[config.mk]
export PLATFORM = sky130hd
export DESIGN_NAME = bsp_top
export DESIGN_NICKNAME = d
export VERILOG_FILES = /design/src/verilog/bsp_pkg.sv /design/src/verilog/bsp_pwm.sv /design/src/verilog/bsp_top.sv
export SDC_FILE = /design/constraint.sdc
export NUM_CORES = 2
export LEC_CHECK = 0
export ABC_AREA = 1
export BUFFER_PORTS_ARGS = -buffer_cell sky130_fd_sc_hd__buf_2
export CAP_MARGIN = 15
export CELL_PAD_IN_SITES_DETAIL_PLACEMENT = 2
export CELL_PAD_IN_SITES_GLOBAL_PLACEMENT = 2
export CORE_ASPECT_RATIO = 1.75
export CORE_UTILIZATION = 30
export CTS_BUF_LIST = sky130_fd_sc_hd__clkbuf_4 sky130_fd_sc_hd__clkbuf_8 sky130_fd_sc_hd__clkbuf_16
export CTS_CLUSTER_SIZE = 20
export DETAILED_ROUTE_END_ITERATION = 6
export PLACE_DENSITY_LB_ADDON = 0.3
export SKIP_LAST_GASP = 1
export SYNTH_ARGS = -nofsm -noshare
export SYNTH_HDL_FRONTEND = slang
export SYNTH_SLANG_ARGS = --single-unit
[constraint.sdc]
create_clock -name sys_clk_i -period 75.9 [get_ports sys_clk_i]
set_input_delay 3.795 -clock sys_clk_i [delete_from_list [all_inputs] [get_ports sys_clk_i]]
set_output_delay 3.795 -clock sys_clk_i [all_outputs]
set_load 0.01 [all_outputs]
[src/verilog/bsp_pkg.sv]
// Package: register map, field positions, reset values and timing constants of the brake sequencer
package bsp_pkg;
    // Register byte offsets
    localparam logic [7:0] ADDR_SUBMODE   = 8'h00;  // drive_submode_select
    localparam logic [7:0] ADDR_DOUT      = 8'h04;  // digital_outputs_word subindex 1
    localparam logic [7:0] ADDR_OVR_EN    = 8'h08;  // output_control_settings manual enable
    localparam logic [7:0] ADDR_OVR_VAL   = 8'h0C;  // output_control_settings manual value
    localparam logic [7:0] ADDR_DLY_BASE  = 8'h10;  // brake_timing_params subindex 1..4
    localparam logic [7:0] ADDR_PWM_FREQ  = 8'h20;  // brake_timing_params subindex 5
    localparam logic [7:0] ADDR_PWM_DUTY  = 8'h24;  // brake_timing_params subindex 6
    localparam logic [7:0] ADDR_DRV_CTRL  = 8'h28;  // Operation enable request
    localparam logic [7:0] ADDR_STATUS    = 8'h2C;  // Sequencer state and outputs
    // Field positions
    localparam int unsigned BIT_AUTO_BRAKE = 2;
    localparam int unsigned BIT_BRAKE      = 0;
    // Limits and reset values
    localparam logic [15:0] FREQ_MAX       = 16'h07D0;  // 2000 Hz
    localparam logic [15:0] FREQ_MIN       = 16'h0001;
    localparam logic [7:0]  DUTY_MIN       = 8'h02;
    localparam logic [7:0]  DUTY_FULL      = 8'h64;     // 100 percent
    localparam logic [15:0] FREQ_RST       = 16'h07D0;
    localparam logic [7:0]  DUTY_RST       = 8'h64;
    // Delays are in milliseconds, counted by a 1 ms tick
    localparam int unsigned CLK_HZ         = 100_000_000;
    localparam int unsigned TICK_MS_CYC    = CLK_HZ / 1000;
    localparam logic [1:0]  RESP_OKAY      = 2'b00;
    localparam logic [1:0]  RESP_SLVERR    = 2'b10;
    localparam logic [1:0]  RESP_DECERR    = 2'b11;
    typedef enum logic [2:0] {
        SEQ_IDLE    = 3'b000,
        SEQ_REL_DLY = 3'b001,
        SEQ_REL_HLD = 3'b010,
        SEQ_ENABLED = 3'b011,
        SEQ_ENG_DLY = 3'b100,
        SEQ_ENG_HLD = 3'b101
    } bsp_seq_e;
endpackage

[src/verilog/bsp_pwm.sv]
// Brake PWM generator: period from frequency, on-time from duty percentage
module bsp_pwm
    import bsp_pkg::*;
(
    input  wire logic        sys_clk_i,
    input  wire logic        sys_rst_i,
    input  wire logic        enable_i,
    input  wire logic [15:0] freq_hz_i,
    input  wire logic [7:0]  duty_pct_i,
    output logic             pwm_o
);
    logic [31:0] period_q;
    logic [31:0] on_q;
    logic [31:0] cnt_q;
    logic        pwm_q;

    // Period and on-time recomputed each cycle; divider is slow but off the output path
    always_ff @(posedge sys_clk_i) begin
        if (sys_rst_i) begin
            period_q <= 32'h0000_0001;
            on_q     <= 32'h0000_0001;
        end else begin
            period_q <= 32'(CLK_HZ) / {16'h0000, freq_hz_i};
            on_q     <= (32'(CLK_HZ) / {16'h0000, freq_hz_i}) / 32'(DUTY_FULL)
                        * {24'h00_0000, duty_pct_i};
        end
    end

    // Period counter, held at zero while brake is off
    always_ff @(posedge sys_clk_i) begin
        if (sys_rst_i || !enable_i) begin
            cnt_q <= 32'h0000_0000;
        end else if (cnt_q + 32'h0000_0001 >= period_q) begin
            cnt_q <= 32'h0000_0000;
        end else begin
            cnt_q <= cnt_q + 32'h0000_0001;
        end
    end

    // Full duty holds output steady without pulses
    always_ff @(posedge sys_clk_i) begin
        if (sys_rst_i) begin
            pwm_q <= 1'b0;
        end else if (!enable_i) begin
            pwm_q <= 1'b0;
        end else if (duty_pct_i == DUTY_FULL) begin
            pwm_q <= 1'b1;
        end else begin
            pwm_q <= (cnt_q < on_q);
        end
    end

    assign pwm_o = pwm_q;
endmodule

[src/verilog/bsp_top.sv]
// Brake sequencer top: AXI4-Lite registers, release/engage sequencing and brake output
module bsp_top
    import bsp_pkg::*;
(
    input  wire logic        sys_clk_i,
    input  wire logic        sys_rst_i,
    // AXI4-Lite slave
    input  wire logic [7:0]  s_axi_awaddr,
    input  wire logic        s_axi_awvalid,
    output logic             s_axi_awready,
    input  wire logic [31:0] s_axi_wdata,
    input  wire logic [3:0]  s_axi_wstrb,
    input  wire logic        s_axi_wvalid,
    output logic             s_axi_wready,
    output logic [1:0]       s_axi_bresp,
    output logic             s_axi_bvalid,
    input  wire logic        s_axi_bready,
    input  wire logic [7:0]  s_axi_araddr,
    input  wire logic        s_axi_arvalid,
    output logic             s_axi_arready,
    output logic [31:0]      s_axi_rdata,
    output logic [1:0]       s_axi_rresp,
    output logic             s_axi_rvalid,
    input  wire logic        s_axi_rready,
    // Drive side
    input  wire logic        motor_standstill_i,
    output logic             motor_current_on_o,
    output logic             motor_stop_req_o,
    output logic             op_enabled_o,
    output logic             brake_out_o
);
    // ------------------------------------------------------------
    // Register bus
    // ------------------------------------------------------------
    logic [31:0] submode_q;
    logic [31:0] dout_q;
    logic [31:0] ovr_en_q;
    logic [31:0] ovr_val_q;
    logic [15:0] dly_q [4];
    logic [15:0] freq_q;
    logic [7:0]  duty_q;
    logic        op_req_q;
    logic        aw_held_q;
    logic        w_held_q;
    logic [7:0]  awaddr_q;
    logic [31:0] wdata_q;
    logic        wr_fire;
    logic        wr_ok;

    // Latch each write channel independently, accept in either order
    assign s_axi_awready = !aw_held_q && !s_axi_bvalid;
    assign s_axi_wready  = !w_held_q && !s_axi_bvalid;
    assign wr_fire       = aw_held_q && w_held_q && !s_axi_bvalid;

    always_ff @(posedge sys_clk_i) begin
        if (sys_rst_i) begin
            aw_held_q <= 1'b0;
            w_held_q  <= 1'b0;
            awaddr_q  <= 8'h00;
            wdata_q   <= 32'h0000_0000;
        end else begin
            if (s_axi_awvalid && s_axi_awready) begin
                aw_held_q <= 1'b1;
                awaddr_q  <= s_axi_awaddr;
            end else if (wr_fire) begin
                aw_held_q <= 1'b0;
            end
            if (s_axi_wvalid && s_axi_wready) begin
                w_held_q <= 1'b1;
                wdata_q  <= s_axi_wdata;
            end else if (wr_fire) begin
                w_held_q <= 1'b0;
            end
        end
    end

    // Full-word writes only keep the range checks simple; strobes are ignored
    function automatic logic addr_known(input logic [7:0] a);
        return (a <= ADDR_STATUS) && (a[1:0] == 2'b00);
    endfunction

    assign wr_ok = addr_known(awaddr_q) && !(awaddr_q == ADDR_STATUS);

    // Register writes with range checks on PWM settings
    always_ff @(posedge sys_clk_i) begin
        if (sys_rst_i) begin
            submode_q <= 32'h0000_0000;
            dout_q    <= 32'h0000_0000;
            ovr_en_q  <= 32'h0000_0000;
            ovr_val_q <= 32'h0000_0000;
            for (int i = 0; i < 4; i++) dly_q[i] <= 16'h0000;
            freq_q    <= FREQ_RST;
            duty_q    <= DUTY_RST;
            op_req_q  <= 1'b0;
        end else if (wr_fire) begin
            unique case (awaddr_q)
                ADDR_SUBMODE:  submode_q <= wdata_q;
                ADDR_DOUT:     dout_q    <= wdata_q;
                ADDR_OVR_EN:   ovr_en_q  <= wdata_q;
                ADDR_OVR_VAL:  ovr_val_q <= wdata_q;
                ADDR_PWM_FREQ: begin
                    if (wdata_q[31:16] == 16'h0000 && wdata_q[15:0] >= FREQ_MIN
                        && wdata_q[15:0] <= FREQ_MAX) begin
                        freq_q <= wdata_q[15:0];
                    end
                end
                ADDR_PWM_DUTY: begin
                    if (wdata_q[31:8] == 24'h00_0000 && wdata_q[7:0] >= DUTY_MIN
                        && wdata_q[7:0] <= DUTY_FULL) begin
                        duty_q <= wdata_q[7:0];
                    end
                end
                ADDR_DRV_CTRL: op_req_q <= wdata_q[0];
                default: begin
                    if (awaddr_q >= ADDR_DLY_BASE && awaddr_q < ADDR_PWM_FREQ) begin
                        dly_q[awaddr_q[3:2]] <= wdata_q[15:0];
                    end
                end
            endcase
        end
    end

    // Write response
    always_ff @(posedge sys_clk_i) begin
        if (sys_rst_i) begin
            s_axi_bvalid <= 1'b0;
            s_axi_bresp  <= RESP_OKAY;
        end else if (wr_fire) begin
            s_axi_bvalid <= 1'b1;
            s_axi_bresp  <= wr_ok ? RESP_OKAY : RESP_DECERR;
        end else if (s_axi_bready) begin
            s_axi_bvalid <= 1'b0;
        end
    end

    // ------------------------------------------------------------
    // Sequencer
    // ------------------------------------------------------------
    bsp_seq_e    state_q;
    logic [15:0] ms_left_q;
    logic [31:0] tick_cnt_q;
    logic        tick;
    logic        auto_mode;
    logic        brake_on_auto;
    logic        brake_on;

    assign auto_mode = submode_q[BIT_AUTO_BRAKE];

    // Free-running millisecond tick; the first millisecond of a delay may be short
    assign tick = (tick_cnt_q == 32'(TICK_MS_CYC - 1));
    always_ff @(posedge sys_clk_i) begin
        if (sys_rst_i || tick) begin
            tick_cnt_q <= 32'h0000_0000;
        end else begin
            tick_cnt_q <= tick_cnt_q + 32'h0000_0001;
        end
    end

    // Release and engage sequence; a zero delay moves on next cycle
    always_ff @(posedge sys_clk_i) begin
        if (sys_rst_i) begin
            state_q   <= SEQ_IDLE;
            ms_left_q <= 16'h0000;
        end else begin
            unique case (state_q)
                SEQ_IDLE: begin
                    if (op_req_q) begin
                        state_q   <= SEQ_REL_DLY;
                        ms_left_q <= dly_q[2];
                    end
                end
                SEQ_REL_DLY: begin
                    // Brake not yet opened: going via delay 1 would open it briefly
                    if (!op_req_q) begin
                        state_q   <= SEQ_ENG_HLD;
                        ms_left_q <= dly_q[1];
                    end else if (ms_left_q == 16'h0000) begin
                        state_q   <= SEQ_REL_HLD;
                        ms_left_q <= dly_q[3];
                    end else if (tick) begin
                        ms_left_q <= ms_left_q - 16'h0001;
                    end
                end
                SEQ_REL_HLD: begin
                    if (!op_req_q) begin
                        state_q   <= SEQ_ENG_DLY;
                        ms_left_q <= dly_q[0];
                    end else if (ms_left_q == 16'h0000) begin
                        state_q <= SEQ_ENABLED;
                    end else if (tick) begin
                        ms_left_q <= ms_left_q - 16'h0001;
                    end
                end
                SEQ_ENABLED: begin
                    if (!op_req_q) begin
                        state_q   <= SEQ_ENG_DLY;
                        ms_left_q <= dly_q[0];
                    end
                end
                SEQ_ENG_DLY: begin
                    // Delay 1 starts once the motor is at standstill
                    if (motor_standstill_i) begin
                        if (ms_left_q == 16'h0000) begin
                            state_q   <= SEQ_ENG_HLD;
                            ms_left_q <= dly_q[1];
                        end else if (tick) begin
                            ms_left_q <= ms_left_q - 16'h0001;
                        end
                    end
                end
                SEQ_ENG_HLD: begin
                    if (ms_left_q == 16'h0000) begin
                        state_q <= SEQ_IDLE;
                    end else if (tick) begin
                        ms_left_q <= ms_left_q - 16'h0001;
                    end
                end
                default: begin
                    state_q <= SEQ_IDLE;
                end
            endcase
        end
    end

    // Brake released only in the release hold step, the enabled state and the whole engage delay step, before and after standstill
    assign brake_on_auto = (state_q == SEQ_REL_HLD) || (state_q == SEQ_ENABLED)
                           || (state_q == SEQ_ENG_DLY);

    // Manual override beats auto and manual bit 0
    always_comb begin
        if (ovr_en_q[BIT_BRAKE]) begin
            brake_on = ovr_val_q[BIT_BRAKE];
        end else if (auto_mode) begin
            brake_on = brake_on_auto;
        end else begin
            brake_on = dout_q[BIT_BRAKE];
        end
    end

    // Drive status outputs from registered state
    always_ff @(posedge sys_clk_i) begin
        if (sys_rst_i) begin
            motor_current_on_o <= 1'b0;
            motor_stop_req_o   <= 1'b0;
            op_enabled_o       <= 1'b0;
        end else begin
            motor_current_on_o <= (state_q != SEQ_IDLE);
            motor_stop_req_o   <= (state_q == SEQ_ENG_DLY) || (state_q == SEQ_ENG_HLD);
            op_enabled_o       <= (state_q == SEQ_ENABLED);
        end
    end

    bsp_pwm u_pwm (
        .sys_clk_i  (sys_clk_i),
        .sys_rst_i  (sys_rst_i),
        .enable_i   (brake_on),
        .freq_hz_i  (freq_q),
        .duty_pct_i (duty_q),
        .pwm_o      (brake_out_o)
    );

    // ------------------------------------------------------------
    // Read channel
    // ------------------------------------------------------------
    always_ff @(posedge sys_clk_i) begin
        if (sys_rst_i) begin
            s_axi_rvalid <= 1'b0;
            s_axi_rdata  <= 32'h0000_0000;
            s_axi_rresp  <= RESP_OKAY;
        end else if (s_axi_arvalid && s_axi_arready) begin
            s_axi_rvalid <= 1'b1;
            s_axi_rresp  <= addr_known(s_axi_araddr) ? RESP_OKAY : RESP_DECERR;
            unique case (s_axi_araddr)
                ADDR_SUBMODE:  s_axi_rdata <= submode_q;
                ADDR_DOUT:     s_axi_rdata <= dout_q;
                ADDR_OVR_EN:   s_axi_rdata <= ovr_en_q;
                ADDR_OVR_VAL:  s_axi_rdata <= ovr_val_q;
                ADDR_PWM_FREQ: s_axi_rdata <= {16'h0000, freq_q};
                ADDR_PWM_DUTY: s_axi_rdata <= {24'h00_0000, duty_q};
                ADDR_DRV_CTRL: s_axi_rdata <= {31'h0000_0000, op_req_q};
                ADDR_STATUS:   s_axi_rdata <= {25'h000_0000, brake_on, op_enabled_o,
                                               motor_current_on_o, 1'b0, state_q};
                default: begin
                    if (s_axi_araddr >= ADDR_DLY_BASE && s_axi_araddr < ADDR_PWM_FREQ) begin
                        s_axi_rdata <= {16'h0000, dly_q[s_axi_araddr[3:2]]};
                    end else begin
                        s_axi_rdata <= 32'h0000_0000;
                    end
                end
            endcase
        end else if (s_axi_rready) begin
            s_axi_rvalid <= 1'b0;
        end
    end

    assign s_axi_arready = !s_axi_rvalid;
endmodule

==> flow_summary.json <==
{
  "clock_path_buffers": 3,
  "worstPathArrival_ps": 70920,
  "synthesis.nets": 8551,
  "instances_no_fill": 10900,
  "post_drt_wl_per_cell_um": 20.1,
  "max-cap-violations": 0,
  "worstSkewPairLatency_ps": 640,
  "status": "completed",
  "vias": 56700,
  "yosys.area_share.adder": 0.165,
  "met2_usage": 0.515,
  "fin_crit_ps": 70360,
  "gr-usage-met1": 0.192,
  "fmax_mhz": 14.2,
  "firstDrtPassIters": 6,
  "tightest_slew_ps": 1210,
  "die_x_um": 322,
  "viasPerCell": 5.21,
  "setup_viol": 0,
  "pin_count": 105,
  "num_rows": 205,
  "synth_cell_types": 96,
  "critPathMostFrequentCell": "nand2_1",
  "grt_pass1_wl_um": 339000,
  "drv_slew": 0,
  "use_met3": 0.0180,
  "die_area_um2": 181000,
  "ys_seq_area_frac": 0.178,
  "grt_start_max_net_pins": 87,
  "critPathCaptureType": "flop",
  "overflow": 0,
  "yosys-top-cells-count": "1627 x nand2_1, 986 x inv_1, 679 x a21oi_1, 617 x o21ai_0, 559 x nor2_1",
  "placed_area_um2": 60500,
  "cts_hold_buffers": 0,
  "synth.area.top_cells": "dfxtp_1 14%, nand2_1 11%, ha_1 11%",
  "synthMuxAreaShare": 0,
  "grt_pass1_vias": 64100,
  "cp-start-kind": "flop",
  "fin_area_um2": 63200,
  "syn_area_per_cell_um2": 6.82,
  "synth_area_um2": 53700,
  "cp-startpoint": "freq_q[1]",
  "cp.required_ps": 76460,
  "synth_edf_count": 64,
  "detail_route.wirelength_um": 219000,
  "tns_ps": 0,
  "crit_type": "reg2reg",
  "synth_xor_area_frac": 0.0612,
  "gp_congestion": 0.843,
  "skew_ps": 35.5,
  "clk_pin_slew_ps": 70,
  "synth_warnings": 0,
  "synth_flop_cell": "dfxtp_1",
  "max_slew_margin": 0.189,
  "hold_path_class": "reg2reg",
  "drtAntennaViolNets": 0,
  "hold_violations": 0,
  "antenna_found_initial": 7,
  "netlist_instances": 7870,
  "rsz0062_at_grt": "yes",
  "synth_top_family_by_area": "simple AND/OR/NAND/NOR gates",
  "crit_slowest_cell": "fa_1",
  "synthArstFlopShare": 0,
  "synth-simple-area-share": 0.303,
  "die_h_um": 562,
  "yosysTopAreaCellShare": 0.142,
  "core_area_um2": 178000,
  "fillers": 21500,
  "synth_top_area_cell": "dfxtp_1",
  "drt-initial-drc-count": 1507,
  "io_buffers": 100,
  "cts_tree": "done",
  "cts-root-buf": "clkbuf_16",
  "hold_ws_ps": 453,
  "crit_path_max_fanout": 15,
  "area_growth_pct": 17.7,
  "dpl.cell_count": 10700,
  "reg2reg_from": "freq_q[1]",
  "nets": 9152,
  "grt_usage": 0.237,
  "min_period_over_period": 0.927,
  "drive_gt1_frac": 0.198,
  "cpPeakStageDelay_ps": 540,
  "dpl.hpwl_um": 178000,
  "initial_utilization": 0.302,
  "drc_errors": 0,
  "min_from": "tick_cnt_q[0]",
  "busiest_layer": "met2",
  "synth_seq_cells": 446,
  "numCtsBuffers": 45,
  "cts.sinks": 446,
  "htree_levels": 2,
  "yosysMostFrequentCell": "nand2_1",
  "synth-compound-area-share": 0.187
}
[final timing paths]
check	end	slack [ps]	cells after the start
setup / recovery	u_pwm.on_q[30]	5540	519
hold / removal	tick_cnt_q[0]	450	1
hold reg to reg	tick_cnt_q[0]	450	1
setup reg to reg	u_pwm.on_q[30]	5540	519
[metrics by stage]
stage               worst slack (ps)   util
finish                          5540  0.355
global route                    -826  0.355
CTS                           0.0568  0.349
detailed placement             -1130  0.340
global placement                1710  0.340
floorplan                       87.3      -
[critical path: cells and delay by family, from the launching register on]
| family | cells | cell delay, ps |
|---|---|---|
| compound gates | 211 | 30560 |
| fa+ha+maj | 34 | 11390 |
| buf+inv | 70 | 7360 |
| flops | 1 | 320 |
| simple gates | 204 | 20440 |
[cells by family (layout without fill, tap and decap cells)]
logic type | after synthesis | in the layout
fa+ha+maj | 621 | 621
compound gates | 1759 | 1759
other cells | 0 | 5
xor+xnor | 375 | 375
flops | 446 | 446
buf+inv | 1358 | 1995
simple gates | 3311 | 3311
[cells in the final DEF, fill, tap and decap left out, types with 18 or more instances in the layout]
master	netlist	layout
a21o_1	18	18
ha_1	478	471
or2_2	22	22
nand3_2	58	58
nor2_4	51	53
edfxtp_1	64	64
a22o_1	21	21
o21ai_1	69	102
nand4_1	121	121
o21bai_1	96	93
nand2_2	182	186
o21a_1	20	20
nor4_1	25	24
nand3_1	332	332
nand2_1	1627	1623
nor2_2	56	68
o21ai_2	39	55
buf_4	17	685
fa_1	143	143
a21oi_1	679	645
buf_2	9	100
clkinv_1	22	22
o211ai_1	40	40
a21oi_2	9	41
nand3b_1	19	19
xnor2_1	119	119
inv_2	90	99
dfxtp_1	382	381
nor3_1	92	85
o221ai_1	22	19
clkbuf_16	0	48
xor2_1	256	256
inv_1	986	974
nand2_4	88	86
nor2_1	559	545
o21ai_0	617	568
[sequential cells by signal (all words and copies together), names as in the netlist, 8 cells and up]
register,count
dly_q,64
dout_q,32
ovr_en_q,32
ovr_val_q,32
s_axi_rdata,32
submode_q,32
tick_cnt_q,32
u_pwm.cnt_q,32
u_pwm.on_q,32
u_pwm.period_q,32
wdata_q,32
freq_q,16
ms_left_q,16
awaddr_q,8
duty_q,8
[final cells by class]
class | instances | area (um^2) | share of cell area
clock inverters | 18 | 248 | 0.00392
well taps | 2380 | 2980 | 0.0471
repair buffers | 800 | 5870 | 0.0928
diodes | 5 | 12.5 | 0.000198
inverters | 1109 | 4250 | 0.0672
clock buffers | 65 | 1400 | 0.0221
repair inverters | 3 | 18.8 | 0.000297
flip-flops and latches | 446 | 9570 | 0.151
multi-input cells | 6066 | 38900 | 0.615
[timing repair]
item	CTS	global route
pin swaps	2	63
cloned	0	4
buffers inserted	4	73
setup endpoints to repair	14	35
gates resized for setup	17	140
[metal layers]
layer	share of wire	up-vias
met1	0.31	28200
met4	0.076	4
met2	0.59	858
met5	0.00011	-
met3	0.019	598
li1	-	27100
Power is not shown: default switching activity piles up to over one toggle a cycle in this logic, so the estimate is an artifact.
